===== src/pkg/aor_pkg.sv =====
// Shared constants for the sensor output register readout bank
package aor_pkg;
  localparam int IDX_W = 8;
  localparam int SNAP_N = 5;
  localparam int SAMPLE_W = 12;
  // Register indices; byte address is four times the index
  localparam logic [7:0] IDX_EVT = 8'h00;
  localparam logic [7:0] IDX_TEMP = 8'h01;
  localparam logic [7:0] IDX_MAG0 = 8'h02;
  localparam logic [7:0] IDX_MAG1 = 8'h03;
  localparam logic [7:0] IDX_X0 = 8'h04;
  localparam logic [7:0] IDX_X1 = 8'h05;
  localparam logic [7:0] IDX_Y0 = 8'h06;
  localparam logic [7:0] IDX_Y1 = 8'h07;
  localparam logic [7:0] IDX_Z0 = 8'h08;
  localparam logic [7:0] IDX_Z1 = 8'h09;
  localparam logic [7:0] IDX_RSVD = 8'h0a;
  localparam logic [7:0] IDX_QSTAT = 8'h0b;
  localparam logic [7:0] IDX_QX0 = 8'h0c;
  localparam logic [7:0] IDX_QX1 = 8'h0d;
  localparam logic [7:0] IDX_QY0 = 8'h0e;
  localparam logic [7:0] IDX_QY1 = 8'h0f;
  localparam logic [7:0] IDX_QZ0 = 8'h10;
  localparam logic [7:0] IDX_QZ1 = 8'h11;
  localparam logic [7:0] IDX_SETUP_TWO = 8'h16;
  localparam logic [7:0] IDX_SETUP_FIVE = 8'h19;
  localparam logic [7:0] IDX_BURST_PTR = 8'h20;
  localparam logic [7:0] IDX_BURST_DATA = 8'h21;
  // Burst candidate order after the status register
  localparam logic [7:0][7:0] CHAIN = {IDX_QZ0, IDX_QY0, IDX_QX0, IDX_Z0,
    IDX_Y0, IDX_X0, IDX_MAG0, IDX_TEMP};
  localparam logic [2:0] CH_TEMP = 3'h0;
  localparam logic [2:0] CH_MAG = 3'h1;
  // Reset values and the reserved read value
  localparam logic [7:0] EVT_RST = 8'h01;
  localparam logic [7:0] QSTAT_RST = 8'h00;
  localparam logic [7:0] RSVD_VAL = 8'h00;
  localparam logic [7:0] SETUP_RST = 8'h00;
  localparam logic [7:0] PTR_RST = 8'h00;
  // Field positions of sensor_setup_two
  localparam int F_BYTE_ORDER = 0;
  localparam int F_TEMP_INC = 1;
  localparam int F_FAST_READ = 2;
  localparam logic [7:0] SETUP_TWO_MASK = 8'h07;
  // Field positions of sensor_setup_five
  localparam int F_X_SKIP = 0;
  localparam int F_Y_SKIP = 1;
  localparam int F_Z_SKIP = 2;
  localparam int F_MAG_EN = 3;
  localparam logic [7:0] SETUP_FIVE_MASK = 8'h0f;
  // Field positions of sample_queue_status
  localparam int F_Q_WMARK = 7;
  localparam int F_Q_OVF = 6;
  // Snapshot slots
  localparam int S_MAG = 0;
  localparam int S_X = 1;
  localparam int S_Y = 2;
  localparam int S_Z = 3;
  localparam int S_QX = 4;
  // AXI responses
  localparam logic [1:0] RESP_OKAY = 2'h0;
  localparam logic [1:0] RESP_SLVERR = 2'h2;
endpackage


===== src/hw/aor_readout.sv =====
// Sensor output register readout bank with AXI4-Lite access
//
// Behaviour
// Status flags at 00h, read only, reset value 01h.
// Temperature at 01h; burst skips it unless temperature include is set.
// Magnitude at 02h/03h, split by byte order.
// Burst skips both magnitude bytes while magnitude enable is 0.
// X sample at 04h/05h, split by byte order.
// Y sample at 06h/07h, same split as X.
// Z sample at 08h/09h, same split as X.
// Axis skip drops its sample pair and queue pair from bursts; code still goes 0Bh to 10h when X, Y and Z all skip.
// From 04h: normal goes 05h; fast goes next enabled of 06h/08h/00h.
// Fast mode: 06h goes 08h or 00h; 08h wraps to 00h.
// Reserved 0Ah reads 00h; burst continues to 0Bh.
// Queue status at 0Bh: watermark, overflow, 6-bit count, reset 00h.
// Queue head X word at 0Ch/0Dh, split like current X.
// After 0Dh burst goes next enabled of 0Eh, 10h, 0Ch.
// Fast mode from 0Ch goes next enabled of 0Eh, 10h, 0Ch.
// From 00h burst goes first enabled of 01h..10h candidates.
// Byte order, temperature include, fast read are writable setup bits.
// Per-axis skip bits are writable setup bits.
// Next burst address is first candidate not excluded by a skip.
// Both bytes of a 12-bit value come from one snapshot.
//
// The AXI4-Lite interface to the registers was chosen for this implementation.
`timescale 1ns/1ps
`default_nettype none
module aor_readout #(
  parameter int ADDR_W = 12
) (
  input wire logic aclk,
  input wire logic aresetn,
  input wire logic ce,
  input wire logic sample_strobe,
  input wire logic [7:0] temp_in,
  input wire logic [11:0] mag_in,
  input wire logic [11:0] x_in,
  input wire logic [11:0] y_in,
  input wire logic [11:0] z_in,
  input wire logic [11:0] queue_x_in,
  input wire logic status_load,
  input wire logic [7:0] status_in,
  input wire logic queue_load,
  input wire logic queue_watermark,
  input wire logic queue_overflow,
  input wire logic [5:0] queue_count,
  input wire logic [ADDR_W-1:0] s_axi_awaddr,
  input wire logic [2:0] s_axi_awprot,
  input wire logic s_axi_awvalid,
  output logic s_axi_awready,
  input wire logic [31:0] s_axi_wdata,
  input wire logic [3:0] s_axi_wstrb,
  input wire logic s_axi_wvalid,
  output logic s_axi_wready,
  output logic [1:0] s_axi_bresp,
  output logic s_axi_bvalid,
  input wire logic s_axi_bready,
  input wire logic [ADDR_W-1:0] s_axi_araddr,
  input wire logic [2:0] s_axi_arprot,
  input wire logic s_axi_arvalid,
  output logic s_axi_arready,
  output logic [31:0] s_axi_rdata,
  output logic [1:0] s_axi_rresp,
  output logic s_axi_rvalid,
  input wire logic s_axi_rready
);
  localparam int SW = aor_pkg::SAMPLE_W;

  typedef struct packed {
    logic awready;
    logic wready;
    logic bvalid;
    logic [1:0] bresp;
    logic arready;
    logic rvalid;
    logic [1:0] rresp;
    logic [31:0] rdata;
    logic aw_held;
    logic w_held;
    logic [7:0] aw_idx;
    logic [7:0] w_byte;
    logic w_lane;
    logic [7:0] setup_two;
    logic [7:0] setup_five;
    logic [7:0] ptr;
    logic [7:0] status;
    logic [7:0] queue;
    logic [7:0] temp;
    logic [aor_pkg::SNAP_N-1:0][SW-1:0] snap;
    logic hold;
    logic pend;
  } aor_state_t;

  aor_state_t state_reg;
  aor_state_t state_next;
  logic [aor_pkg::SNAP_N-1:0][7:0] lo;
  logic [aor_pkg::SNAP_N-1:0][7:0] hi;
  logic [aor_pkg::SNAP_N-1:0][SW-1:0] live;
  logic order;
  logic fast;
  logic ex;
  logic ey;
  logic ez;
  logic [7:0] en;

  assign live = {queue_x_in, z_in, y_in, x_in, mag_in};
  assign order = state_reg.setup_two[aor_pkg::F_BYTE_ORDER];
  assign fast = state_reg.setup_two[aor_pkg::F_FAST_READ];
  assign ex = ~state_reg.setup_five[aor_pkg::F_X_SKIP];
  assign ey = ~state_reg.setup_five[aor_pkg::F_Y_SKIP];
  assign ez = ~state_reg.setup_five[aor_pkg::F_Z_SKIP];
  // Enables in burst candidate order
  assign en = {ez, ey, ex, ez, ey, ex,
    state_reg.setup_five[aor_pkg::F_MAG_EN],
    state_reg.setup_two[aor_pkg::F_TEMP_INC]};

  // Byte-order split of each snapshot word
  genvar gi;
  generate
    for (gi = 0; gi < aor_pkg::SNAP_N; gi++) begin : g_split
      aor_split #(.W(SW)) u_split (
        .value(state_reg.snap[gi]),
        .order(order),
        .byte0(lo[gi]),
        .byte1(hi[gi])
      );
    end
  endgenerate

  // First enabled candidate at or after position from
  function automatic logic [7:0] walk(input logic [2:0] from,
                                      input logic [7:0] mask);
    logic [7:0] r;
    r = aor_pkg::IDX_EVT;
    for (int i = 7; i >= 0; i--) begin
      if (i >= int'(from) && mask[i]) begin
        r = aor_pkg::CHAIN[i];
      end
    end
    return r;
  endfunction

  function automatic logic [7:0] pick3(input logic [7:0] a, input logic ea,
                                       input logic [7:0] b, input logic eb,
                                       input logic [7:0] c);
    return ea ? a : (eb ? b : c);
  endfunction

  // Burst address chain
  function automatic logic [7:0] next_addr(input logic [7:0] p);
    logic [7:0] r;
    logic [7:0] qwrap_x;
    logic [7:0] qwrap_y;
    logic [7:0] qwrap_z;
    logic [7:0] xwrap;
    qwrap_x = pick3(aor_pkg::IDX_QY0, ey, aor_pkg::IDX_QZ0, ez,
                    aor_pkg::IDX_QX0);
    qwrap_y = pick3(aor_pkg::IDX_QZ0, ez, aor_pkg::IDX_QX0, ex,
                    aor_pkg::IDX_QY0);
    qwrap_z = pick3(aor_pkg::IDX_QX0, ex, aor_pkg::IDX_QY0, ey,
                    aor_pkg::IDX_QZ0);
    xwrap = pick3(aor_pkg::IDX_Y0, ey, aor_pkg::IDX_Z0, ez,
                  aor_pkg::IDX_EVT);
    case (p)
      aor_pkg::IDX_EVT: r = walk(aor_pkg::CH_TEMP, en);
      aor_pkg::IDX_TEMP: r = walk(aor_pkg::CH_MAG, en);
      aor_pkg::IDX_MAG0: begin
        r = fast ? walk(aor_pkg::CH_MAG + 3'h1, en) : aor_pkg::IDX_MAG1;
      end
      aor_pkg::IDX_MAG1: r = walk(aor_pkg::CH_MAG + 3'h1, en);
      aor_pkg::IDX_X0: r = fast ? xwrap : aor_pkg::IDX_X1;
      aor_pkg::IDX_X1: r = xwrap;
      aor_pkg::IDX_Y0: begin
        r = fast ? (ez ? aor_pkg::IDX_Z0 : aor_pkg::IDX_EVT)
                 : aor_pkg::IDX_Y1;
      end
      aor_pkg::IDX_Y1: r = ez ? aor_pkg::IDX_Z0 : aor_pkg::IDX_EVT;
      aor_pkg::IDX_Z0: r = fast ? aor_pkg::IDX_EVT : aor_pkg::IDX_Z1;
      aor_pkg::IDX_Z1: r = aor_pkg::IDX_EVT;
      aor_pkg::IDX_RSVD: r = aor_pkg::IDX_QSTAT;
      aor_pkg::IDX_QSTAT: begin
        r = pick3(aor_pkg::IDX_QX0, ex, aor_pkg::IDX_QY0, ey,
                  aor_pkg::IDX_QZ0);
      end
      aor_pkg::IDX_QX0: r = fast ? qwrap_x : aor_pkg::IDX_QX1;
      aor_pkg::IDX_QX1: r = qwrap_x;
      aor_pkg::IDX_QY0: r = fast ? qwrap_y : aor_pkg::IDX_QY1;
      aor_pkg::IDX_QY1: r = qwrap_y;
      aor_pkg::IDX_QZ0: r = fast ? qwrap_z : aor_pkg::IDX_QZ1;
      aor_pkg::IDX_QZ1: r = qwrap_z;
      default: r = p + 8'h01;
    endcase
    return r;
  endfunction

  // Byte held at a bank address
  function automatic logic [7:0] byte_at(input logic [7:0] a);
    logic [7:0] r;
    case (a)
      aor_pkg::IDX_EVT: r = state_reg.status;
      aor_pkg::IDX_TEMP: r = state_reg.temp;
      aor_pkg::IDX_MAG0: r = lo[aor_pkg::S_MAG];
      aor_pkg::IDX_MAG1: r = hi[aor_pkg::S_MAG];
      aor_pkg::IDX_X0: r = lo[aor_pkg::S_X];
      aor_pkg::IDX_X1: r = hi[aor_pkg::S_X];
      aor_pkg::IDX_Y0: r = lo[aor_pkg::S_Y];
      aor_pkg::IDX_Y1: r = hi[aor_pkg::S_Y];
      aor_pkg::IDX_Z0: r = lo[aor_pkg::S_Z];
      aor_pkg::IDX_Z1: r = hi[aor_pkg::S_Z];
      aor_pkg::IDX_RSVD: r = aor_pkg::RSVD_VAL;
      aor_pkg::IDX_QSTAT: r = state_reg.queue;
      aor_pkg::IDX_QX0: r = lo[aor_pkg::S_QX];
      aor_pkg::IDX_QX1: r = hi[aor_pkg::S_QX];
      default: r = aor_pkg::RSVD_VAL;
    endcase
    return r;
  endfunction

  function automatic logic first_of_pair(input logic [7:0] a);
    return a == aor_pkg::IDX_MAG0 || a == aor_pkg::IDX_X0 ||
           a == aor_pkg::IDX_Y0 || a == aor_pkg::IDX_Z0 ||
           a == aor_pkg::IDX_QX0;
  endfunction

  always_comb begin
    logic [7:0] ar_idx;
    logic [7:0] eff;
    logic rd_go;
    logic upd;
    ar_idx = s_axi_araddr[9:2];
    eff = ar_idx;
    rd_go = s_axi_arvalid & state_reg.arready;
    upd = 1'b0;
    state_next = state_reg;

    // Write address and data taken in either order
    if (s_axi_awvalid && state_reg.awready) begin
      state_next.aw_held = 1'b1;
      state_next.aw_idx = s_axi_awaddr[9:2];
    end
    if (s_axi_wvalid && state_reg.wready) begin
      state_next.w_held = 1'b1;
      state_next.w_byte = s_axi_wdata[7:0];
      state_next.w_lane = s_axi_wstrb[0];
    end
    if (state_reg.aw_held && state_reg.w_held && !state_reg.bvalid) begin
      state_next.aw_held = 1'b0;
      state_next.w_held = 1'b0;
      state_next.bvalid = 1'b1;
      state_next.bresp = aor_pkg::RESP_OKAY;
      case (state_reg.aw_idx)
        aor_pkg::IDX_SETUP_TWO: begin
          if (state_reg.w_lane) begin
            state_next.setup_two = state_reg.w_byte &
                                   aor_pkg::SETUP_TWO_MASK;
          end
        end
        aor_pkg::IDX_SETUP_FIVE: begin
          if (state_reg.w_lane) begin
            state_next.setup_five = state_reg.w_byte &
                                    aor_pkg::SETUP_FIVE_MASK;
          end
        end
        aor_pkg::IDX_BURST_PTR: begin
          if (state_reg.w_lane) begin
            state_next.ptr = state_reg.w_byte;
          end
        end
        default: state_next.bresp = aor_pkg::RESP_SLVERR;
      endcase
    end
    if (state_reg.bvalid && s_axi_bready) begin
      state_next.bvalid = 1'b0;
    end
    state_next.awready = ~state_next.aw_held & ~state_next.bvalid;
    state_next.wready = ~state_next.w_held & ~state_next.bvalid;

    // Read: answer one cycle after the address is taken
    if (state_reg.rvalid && s_axi_rready) begin
      state_next.rvalid = 1'b0;
      state_next.arready = 1'b1;
    end
    if (rd_go) begin
      state_next.arready = 1'b0;
      state_next.rvalid = 1'b1;
      state_next.rresp = aor_pkg::RESP_OKAY;
      if (ar_idx == aor_pkg::IDX_BURST_DATA) begin
        eff = state_reg.ptr;
        state_next.rdata = 32'(byte_at(state_reg.ptr));
        state_next.ptr = next_addr(state_reg.ptr);
      end else if (ar_idx <= aor_pkg::IDX_QX1) begin
        state_next.rdata = 32'(byte_at(ar_idx));
      end else if (ar_idx == aor_pkg::IDX_SETUP_TWO) begin
        state_next.rdata = 32'(state_reg.setup_two);
      end else if (ar_idx == aor_pkg::IDX_SETUP_FIVE) begin
        state_next.rdata = 32'(state_reg.setup_five);
      end else if (ar_idx == aor_pkg::IDX_BURST_PTR) begin
        state_next.rdata = 32'(state_reg.ptr);
      end else begin
        state_next.rdata = 32'(aor_pkg::RSVD_VAL);
        state_next.rresp = aor_pkg::RESP_SLVERR;
      end
      state_next.hold = first_of_pair(eff);
    end

    // Snapshot refresh deferred while a pair is half read
    upd = (sample_strobe | state_reg.pend) & ~state_next.hold;
    state_next.pend = (sample_strobe | state_reg.pend) & state_next.hold;
    if (upd) begin
      state_next.snap = live;
      state_next.temp = temp_in;
    end
    if (status_load) begin
      state_next.status = status_in;
    end
    if (queue_load) begin
      state_next.queue = aor_pkg::QSTAT_RST;
      state_next.queue[aor_pkg::F_Q_WMARK] = queue_watermark;
      state_next.queue[aor_pkg::F_Q_OVF] = queue_overflow;
      state_next.queue[5:0] = queue_count;
    end
  end

  always_ff @(posedge aclk) begin
    if (!aresetn) begin
      state_reg <= '0;
      state_reg.awready <= 1'b1;
      state_reg.wready <= 1'b1;
      state_reg.arready <= 1'b1;
      state_reg.setup_two <= aor_pkg::SETUP_RST;
      state_reg.setup_five <= aor_pkg::SETUP_RST;
      state_reg.ptr <= aor_pkg::PTR_RST;
      state_reg.status <= aor_pkg::EVT_RST;
      state_reg.queue <= aor_pkg::QSTAT_RST;
    end else if (ce) begin
      state_reg <= state_next;
    end
  end

  assign s_axi_awready = state_reg.awready;
  assign s_axi_wready = state_reg.wready;
  assign s_axi_bvalid = state_reg.bvalid;
  assign s_axi_bresp = state_reg.bresp;
  assign s_axi_arready = state_reg.arready;
  assign s_axi_rvalid = state_reg.rvalid;
  assign s_axi_rresp = state_reg.rresp;
  assign s_axi_rdata = state_reg.rdata;
endmodule
`default_nettype wire


===== src/hw/aor_split.sv =====
// Byte-order splitter for one 12-bit value
`timescale 1ns/1ps
`default_nettype none
module aor_split #(
  parameter int W = 12
) (
  input wire logic [W-1:0] value,
  input wire logic order,
  output logic [7:0] byte0,
  output logic [7:0] byte1
);
  localparam int PAD = 16 - W;

  always_comb begin
    if (order) begin
      byte0 = value[W-1:W-8];
      byte1 = {{PAD{1'b0}}, value[W-9:0]};
    end else begin
      byte0 = value[7:0];
      byte1 = {{PAD{1'b0}}, value[W-1:8]};
    end
  end
endmodule
`default_nettype wire


===== config.mk =====
export PLATFORM = sky130hd
export DESIGN_NAME = aor_readout
export DESIGN_NICKNAME = d
export VERILOG_FILES = /design/src/pkg/aor_pkg.sv /design/src/hw/aor_readout.sv /design/src/hw/aor_split.sv
export SDC_FILE = /design/constraint.sdc
export NUM_CORES = 1
export LEC_CHECK = 0
export BUFFER_PORTS_ARGS = -buffer_cell sky130_fd_sc_hd__buf_2
export CORE_MARGIN = 3
export CORE_UTILIZATION = 55
export DETAILED_ROUTE_END_ITERATION = 7
export PLACE_DENSITY = 0.81
export SETUP_SLACK_MARGIN = 0.02
export SYNTH_ARGS = -nofsm -noshare
export SYNTH_HDL_FRONTEND = slang
export SYNTH_HIERARCHICAL = 1
export SYNTH_SLANG_ARGS = --single-unit

===== constraint.sdc =====
create_clock -name aclk -period 3.5 [get_ports aclk]
set_clock_uncertainty 0.15 [all_clocks]
set_input_delay 0.35 -clock aclk [delete_from_list [all_inputs] [get_ports aclk]]
set_output_delay 0.35 -clock aclk [all_outputs]
set_load 0.05 [all_outputs]

; After elaboration in Yosys (flattened, before gate mapping)
; Cells that the tools add are included.
; W data, S select, Z words.
[word_totals]
output_inout_bits = 41
wordCells = 162
input_bits = 161
ff_bits = 161
[classes]
reduce_logical = 26
eq_ne = 41
n_bitwise = 10
n_lt_le_gt_ge = 1
addsub = 1
mux = 57
[ops]
columns = op, count
row1 = $pmux W8 S13, 2
row2 = $mux W8, 19
row3 = $pmux W8 S17, 1
row4 = $eq A8 B4 Y1 const B, 15
row5 = $eq A8 B3 Y1 const B, 10
row6 = $eq A8 B5 Y1 const B, 6
row7 = $mux W4, 12
row8 = $eq A8 B2 Y1 const B, 5
row9 = $mux W5, 8
row10 = $mux W36, 1
row11 = $eq A8 B6 Y1 const B, 3
row12 = $mux W2, 9
row13 = $eq A8 B1 Y1 const B, 2
row14 = $logic_not A8 Y1, 2
row15 = $reduce_and A2 Y1, 8
row16 = $add A8 B1 Y8 const B, 1
row17 = $le A8 B4 Y1 const B, 1
row18 = $reduce_and A4 Y1, 2
row19 = $logic_and A1 B1 Y1, 6
row20 = $and A1 B1 Y1, 5
row21 = $logic_or A1 B1 Y1, 4
row22 = $mux W1, 4
row23 = $not A1 Y1, 4
row24 = $mux W3, 1
row25 = other kinds (5), 5

; Depth between registers and ports, before layout
; Gate-level depths: netlist of run 1.
[depth]
ltp_word = 12
ltp_mapped = 11

; Hierarchy
; Netlist of run 1, hierarchy kept.
[by_module_without_submodules]
columns = mod, area_each_um2, instances, seq_area_each_um2, cells_each
row1 = aor_readout, 8192.9, 1, 2702.6, 1065
row2 = aor_split, 217.7, 5, 0.0, 18

; Least setup slack after synthesis of run 1
; OpenSTA, ideal clock, no wires.
[synth_path]
kind = register to register
start = reg state_reg (netlist bit order)
end = reg state_reg (netlist bit s_axi_rdata[3])
path_stages_with_launch = 9
slack_ns = 0.934
t_arrival_ns = 2.296
setup_ns = 0.120
period_less_slack_ns = 2.566
path_cell_list = dfxtp_1 -> buf_6 -> mux2_4 -> mux2_2 -> nand3_1 -> a21oi_1 -> a2111oi_0 -> a31oi_1 -> a211o_1
[synth_lines]
columns = element, line
row1 = start: declaration, aor_readout.sv:94  ; aor_state_t state_reg;
row2 = start signal: assignment, aor_readout.sv:336  ; state_reg <= state_next;

==> impl_metrics.tcl, run 1 <==
set metrics [dict create \
    synth_area_leader_cell "dfxtp_1" \
    clk_pin_slew_ps 60 \
    yosysSeqAreaShare_pct 29.1 \
    comb_power_share_pct 14.4 \
    clockBufferDepth 2 \
    grt_pass1_wl_um 48400 \
    numCtsBuffers 17 \
    ys_ff_latch 135 \
    htreeDepth 4 \
    setup_viol 0 \
    coreArea_sq_um 16200 \
    finalCritPeriodShare_pct 84.9 \
    hpwl_um 23400 \
    dp.cells 1432 \
    grt_max_degree 145 \
    status "finished, violations left" \
    drc 0 \
    gr-total-overflow 0 \
    synthesis.area_sq_um 9280 \
    largest_reg_flops 116 \
    root_buffer "clkbuf_16" \
    start_util_pct 57.4 \
    grt_util_all_layers_pct 33.6 \
    drtPass1Iterations 7 \
    yosys-top-cells-count "nand2_1 (171), dfxtp_1 (135), nand3_1 (118)" \
    cp.required_ps 3660 \
    cts_hold_buf 7 \
    slew_headroom_pct 40.2 \
    clock_power_share_pct 43.0 \
    diodes 0 \
    failed_checks "negative hold slack" \
    nets 1407 \
    postSynthAreaPerCell_sq_um 8.04 \
    synth_cell_types 78 \
    internal-power_mw 2.78 \
    post_drt_wl_per_cell_um 21.4 \
    irDropWorstVdd_v 0.000343 \
    drive_above_1_share_pct 23.8 \
    synth_cells 1155 \
    fmax_mhz 337 \
    setup_tns_ps 0 \
    rsz0062_at_grt "false" \
    chipHeight_um 136 \
    yosys_warnings 6 \
    synth_edf_count 0 \
    antenna_found_initial 0 \
    io_pins 202 \
    async_reset_ff_share_pct 0 \
    end_kind "flip-flop" \
    portBuffers 134 \
    swShare_pct 29.6 \
    post_cts_resized 0 \
    drv_cap 0 \
    critPathLaunchType "flip-flop" \
    synth_most_common_cell "nand2_1" \
    cts_tree "yes" \
    ant_nets 0 \
    wl_um 31500 \
    power_density_nw_per_um2 377 \
    p_seq_share_pct 42.6 \
    path_class "flip-flop to flip-flop" \
    cp.arrival_ps 3130 \
    post_cts_buffers 0 \
    whs_ps -0.852 \
    drtIter0Drc 1201 \
    clock_latency_ps 440 \
    place.gp.congestion 1.07 \
    fin_cells 1470 \
    switchingPower_mw 1.17 \
    clkSinkCount 135 \
    worstPathMaxFanout 34 \
    worst_pin_slew_ps 894 \
    yosys_most_used_dff "dfxtp_1" \
    fp.dieW_um 136 \
    finalHoldViolations 1 \
    areaGrowthSynthToFinish_pct 12.8 \
    synth_top_area_share_pct 29.1 \
    dieArea_sq_um 18500 \
    grt_pass1_vias 8667 \
    vias 9412 \
    synth.top_cells.by_area "dfxtp_1 (29%), mux2_4 (8.1%), nand2_1 (6.9%)" \
    fill_cells 1385 \
    maxSlewViolCount 0 \
    hp-class "primary input to flip-flop" \
    p_leak_nw 4.12 \
    via_per_inst 6.40 \
    post-route-min-period_ps 2970 \
    rows 46 \
]
-- per-stage QoR --
stage / power [mW] / hold WS, ps / utilization (%) / setup WS [ps] / instance area [sq um]
after floorplan: 2.12 / 279 / - / 934 / 9430
after global placement: 2.25 / 296 / 60.9 / 549 / 9850
after detailed placement: 2.26 / 304 / 60.9 / 526 / 9850
after CTS: 3.94 / 0.482 / 64.8 / 617 / 10500
after global routing: 4.08 / 6.78 / 64.8 / 469 / 10500
final: 3.95 / -0.852 / 64.8 / 528 / 10500
-- cells in the final DEF (no fill, tap or decap), drive strengths merged, types with 5 or more instances in the layout --
| cell type | count |
|---|---|
| inv | 14 |
| nand4 | 10 |
| clkinv | 5 |
| o211ai | 6 |
| mux2 | 72 |
| a221oi | 6 |
| nand3 | 118 |
| nor2 | 47 |
| and3 | 13 |
| a22o | 6 |
| dfxtp | 135 |
| conb | 46 |
| nand2 | 171 |
| a22oi | 31 |
| a31oi | 14 |
| o21ai | 103 |
| nand2b | 6 |
| o2111ai | 5 |
| mux2i | 26 |
| a21boi | 36 |
| a32oi | 14 |
| nor3 | 12 |
| o22ai | 15 |
| dlygate4sd3 | 7 |
| or3 | 5 |
| a21oi | 24 |
| clkbuf | 20 |
| and2 | 6 |
| nor2b | 15 |
| buf | 175 |
| mux4 | 7 |
-- layer usage --
metal | GRT usage, % | vias up | wire [um]
met3 | 9.47 | 139 | 3330
met5 | 0 | - | 0
met4 | 15.8 | 0 | 1580
met1 | 44.4 | 4345 | 12700
met2 | 50.9 | 638 | 13900
li1 | - | 4290 | -
-- final cells by class --
class	instances	area [sq um]	share of cell area, %
flip-flops and latches	135	2710	25.8
clock buffers	20	458	4.37
repair buffers	182	1100	10.5
inverters	11	41.3	0.394
multi-input cells	895	5810	55.4
well taps	216	270	2.58
clock inverters	11	91.3	0.872
-- kinds of logic (layout without fill, tap and decap cells) --
family | after synthesis | count (layout) | synth area share [%]
AND/OR/NAND/NOR | 430 | 430 | 22.3
AO/OA/AOI/OAI | 306 | 306 | 22.1
buffers and inverters | 165 | 224 | 10.0
flip-flops | 135 | 135 | 29.1
multiplexers | 105 | 105 | 15.3
other | 6 | 46 | 0.243
adder cells (fa/ha/maj) | 4 | 4 | 0.539
XOR/XNOR | 4 | 4 | 0.378
-- power groups by stage --
stage	combinational [mW]	sequential [mW]	clock, mW
after floorplan	0.422	1.70	0
after global placement	0.543	1.71	0
after detailed placement	0.551	1.71	0
after CTS	0.560	1.68	1.70
after global routing	0.613	1.69	1.78
final	0.570	1.68	1.70
-- final timing paths --
path | start | end | slack, ps | cells after the start
hold / removal | z_in[4] | state_reg[42] | -0.9 | 3
setup / recovery | order | s_axi_rdata[3] | 530 | 8
setup reg to reg | order | s_axi_rdata[3] | 530 | 8
hold reg to reg | state_reg[1] | state_reg[1] | 320 | 2
-- critical path, stage by stage, from the launching register on --
cell and delay (ps):
dfxtp_4 720, mux2_4 360, mux2_2 270, nand3_1 80
a21oi_1 70, a2111oi_0 580, buf_4 230, a31oi_1 90
a211o_1 240
Power figures use the tool's default switching activity.
==> run 2, diff against run 1 <==
CORE_UTILIZATION = 50   (was 55)
PLACE_DENSITY = 0.77   (was 0.81)
clock period = 2.44 ns   (was 3.5 ns; I/O delays follow)
==> run 2 against run 1 <==
  * The run ends with negative setup slack left
  * Worst hold slack better by 29 ps
  * Maximum frequency is 17% higher
  * Global-route usage is 5.3 points higher
  * Worst setup slack worse by 640 ps
  * Sequential share of layout area is 5.1 points lower
  * Die area is 9.5% higher
  * Total power is 66% higher
  * Highest routed layer unchanged
==> impl_metrics.tcl, run 2 (synthesis results as in run 1) <==
set metrics [dict create \
    cp.required_ps 2620 \
    portBuffers 134 \
    p_leak_nw 5.42 \
    vias 10900 \
    cpMaxStageDelayCell "or4_4" \
    path_class "flip-flop to flip-flop" \
    coreArea_sq_um 18100 \
    postLayoutCellArea_sq_um 13100 \
    diodes 0 \
    rsz0062_at_grt "true" \
    largest_reg_flops 116 \
    antenna_found_initial 0 \
    whs_path_depth 3 \
    areaGrowthSynthToFinish_pct 41.0 \
    drive_above_1_share_pct 31.0 \
    clockBufferDepth 2 \
    critPathLaunchType "flip-flop" \
    chipHeight_um 142 \
    post_drt_wl_per_cell_um 25.3 \
    cts_tree "yes" \
    hpwl_um 28700 \
    worst_pin_slew_ps 554 \
    place.gp.congestion 1.10 \
    min_to "state_reg[82]" \
    ant_nets 0 \
    power_mw 6.56 \
    fin_cells 1715 \
    r2r.worst_path.cells 9 \
    root_buffer "clkbuf_16" \
    cp.arrival_ps 2730 \
    clk_pin_slew_ps 60 \
    r2r-start "state_reg[92]" \
    grt_max_degree 125 \
    fp.dieW_um 142 \
    slew_headroom_pct 63.1 \
    timing.rr.end "state_reg[69]" \
    crit_chain "or4_4 -> buf_8 -> nor3_4 -> nand4_1 -> o211ai_4 -> buf_12 -> buf_8 -> nand3_2 -> o21ai_1" \
    setup_viol 23 \
    status "finished, violations left" \
    finalCritPeriodShare_pct 104 \
    hp-start "status_load" \
    irDropWorstVdd_v 0.000461 \
    finalHoldViolations 0 \
    numCtsBuffers 17 \
    post_dp_cell_area_sq_um 10800 \
    via_per_inst 6.36 \
    drtPass1Iterations 8 \
    htreeDepth 4 \
    mostFrequentLayoutCells "nand2_1 (171), buf_4 (143), buf_2 (133)" \
    fill_cells 1309 \
    drtIter0Drc 1197 \
    dp.cells 1561 \
    power_density_nw_per_um2 501 \
    grt_pass1_wl_um 60100 \
    clock_latency_ps 430 \
    r2r_setup_slack_ps -110 \
    path_buf_inv 3 \
    dieArea_sq_um 20200 \
    grt_util_all_layers_pct 39.0 \
    clkSinkCount 135 \
    failed_checks "negative setup slack" \
    setup_slack_ps -108 \
    end_kind "flip-flop" \
    start_util_pct 51.3 \
    fmax_mhz 392 \
    grt_pass1_vias 10100 \
    hp-class "primary input to flip-flop" \
    post-route-min-period_ps 2550 \
    nets 1640 \
    drv_cap 0 \
    worstPathMaxFanout 9 \
    slowest_delay_ps 550 \
    cp_top_family "simple AND/OR/NAND/NOR gates" \
    cpMostUsedCell "buf_8" \
    cp.depth 9 \
    final_common_cell "nand2_1" \
    maxSlewViolCount 0 \
    rows 49 \
    drc 0 \
    gr-total-overflow 0 \
    wl_um 43400 \
    io_pins 202 \
]
[run 2: changes by cell type in the layout (fill, tap and decap cells not counted), moves of 5 or more]
cell,before,now
buf_4,38,143
o21ai_1,20,63
clkbuf_16,18,26
o21ai_0,83,37
dlygate4sd3_1,7,105
buf_12,4,10
buf_8,0,10
bufinv_16,0,5
[run 2: how the worst max path moves through the flow]
stage                             start             end
final                     state_reg[92]   state_reg[69]
after global routing      state_reg[92]   state_reg[29]
after CTS                         order  s_axi_rdata[0]
after detailed placement          order  s_axi_rdata[5]
after global placement            order  s_axi_rdata[5]
after floorplan                   order  s_axi_rdata[3]
[run 2: routing by layer]
layer	GRT usage [%]	wire [um]	vias up
met5	0	0	-
met4	17.1	2890	0
met3	5.51	3760	206
met2	66.6	20600	743
met1	48.9	16200	5195
li1	-	-	4766
[run 2: per-stage QoR]
step	hold WS (ps)	setup WS (ps)	utilization, %	setup TNS (ps)
after CTS	7.39	-7.16	69.4	-7.16
after floorplan	227	74.5	-	0
after global placement	296	-62.0	59.8	-558
final	28.4	-108	72.4	-808
after global routing	38.1	-172	72.4	-5480
after detailed placement	313	-57.2	59.8	-397
[run 2: where the power goes]
group	switching (mW)	internal, mW	leakage, nW
Sequential	0.112	2.31	1.10
Combinational	0.649	0.540	4.01
Clock	1.13	1.83	0.312
Total	1.89	4.67	5.42
[run 2: timing repair]
action	4_1_cts	5_1_grt
cloned	0	9
hold buffers	105	0
hold endpoints to repair	106	0
gates resized for setup	10	101
setup buffers	0	10
pin swaps	1	9
endpoints found under the setup margin	8	81
[run 2: cell type report]
type                            count  area, sq um  share of cell area [%]
Multi-Input combinational cell    895         5970                    45.6
Timing Repair Buffer              415         3440                    26.3
Sequential cell                   135         2710                    20.7
Clock buffer                       17          425                    3.25
Tap cell                          229          287                    2.19
Clock inverter                     13          221                    1.69
Inverter                           11         41.3                   0.315
[run 2: worst min-delay path: cells and delay by family]
kind | cells | cell delay, ps
buf+inv | 1 | 150
simple gates | 1 | 90
compound gates | 1 | 60
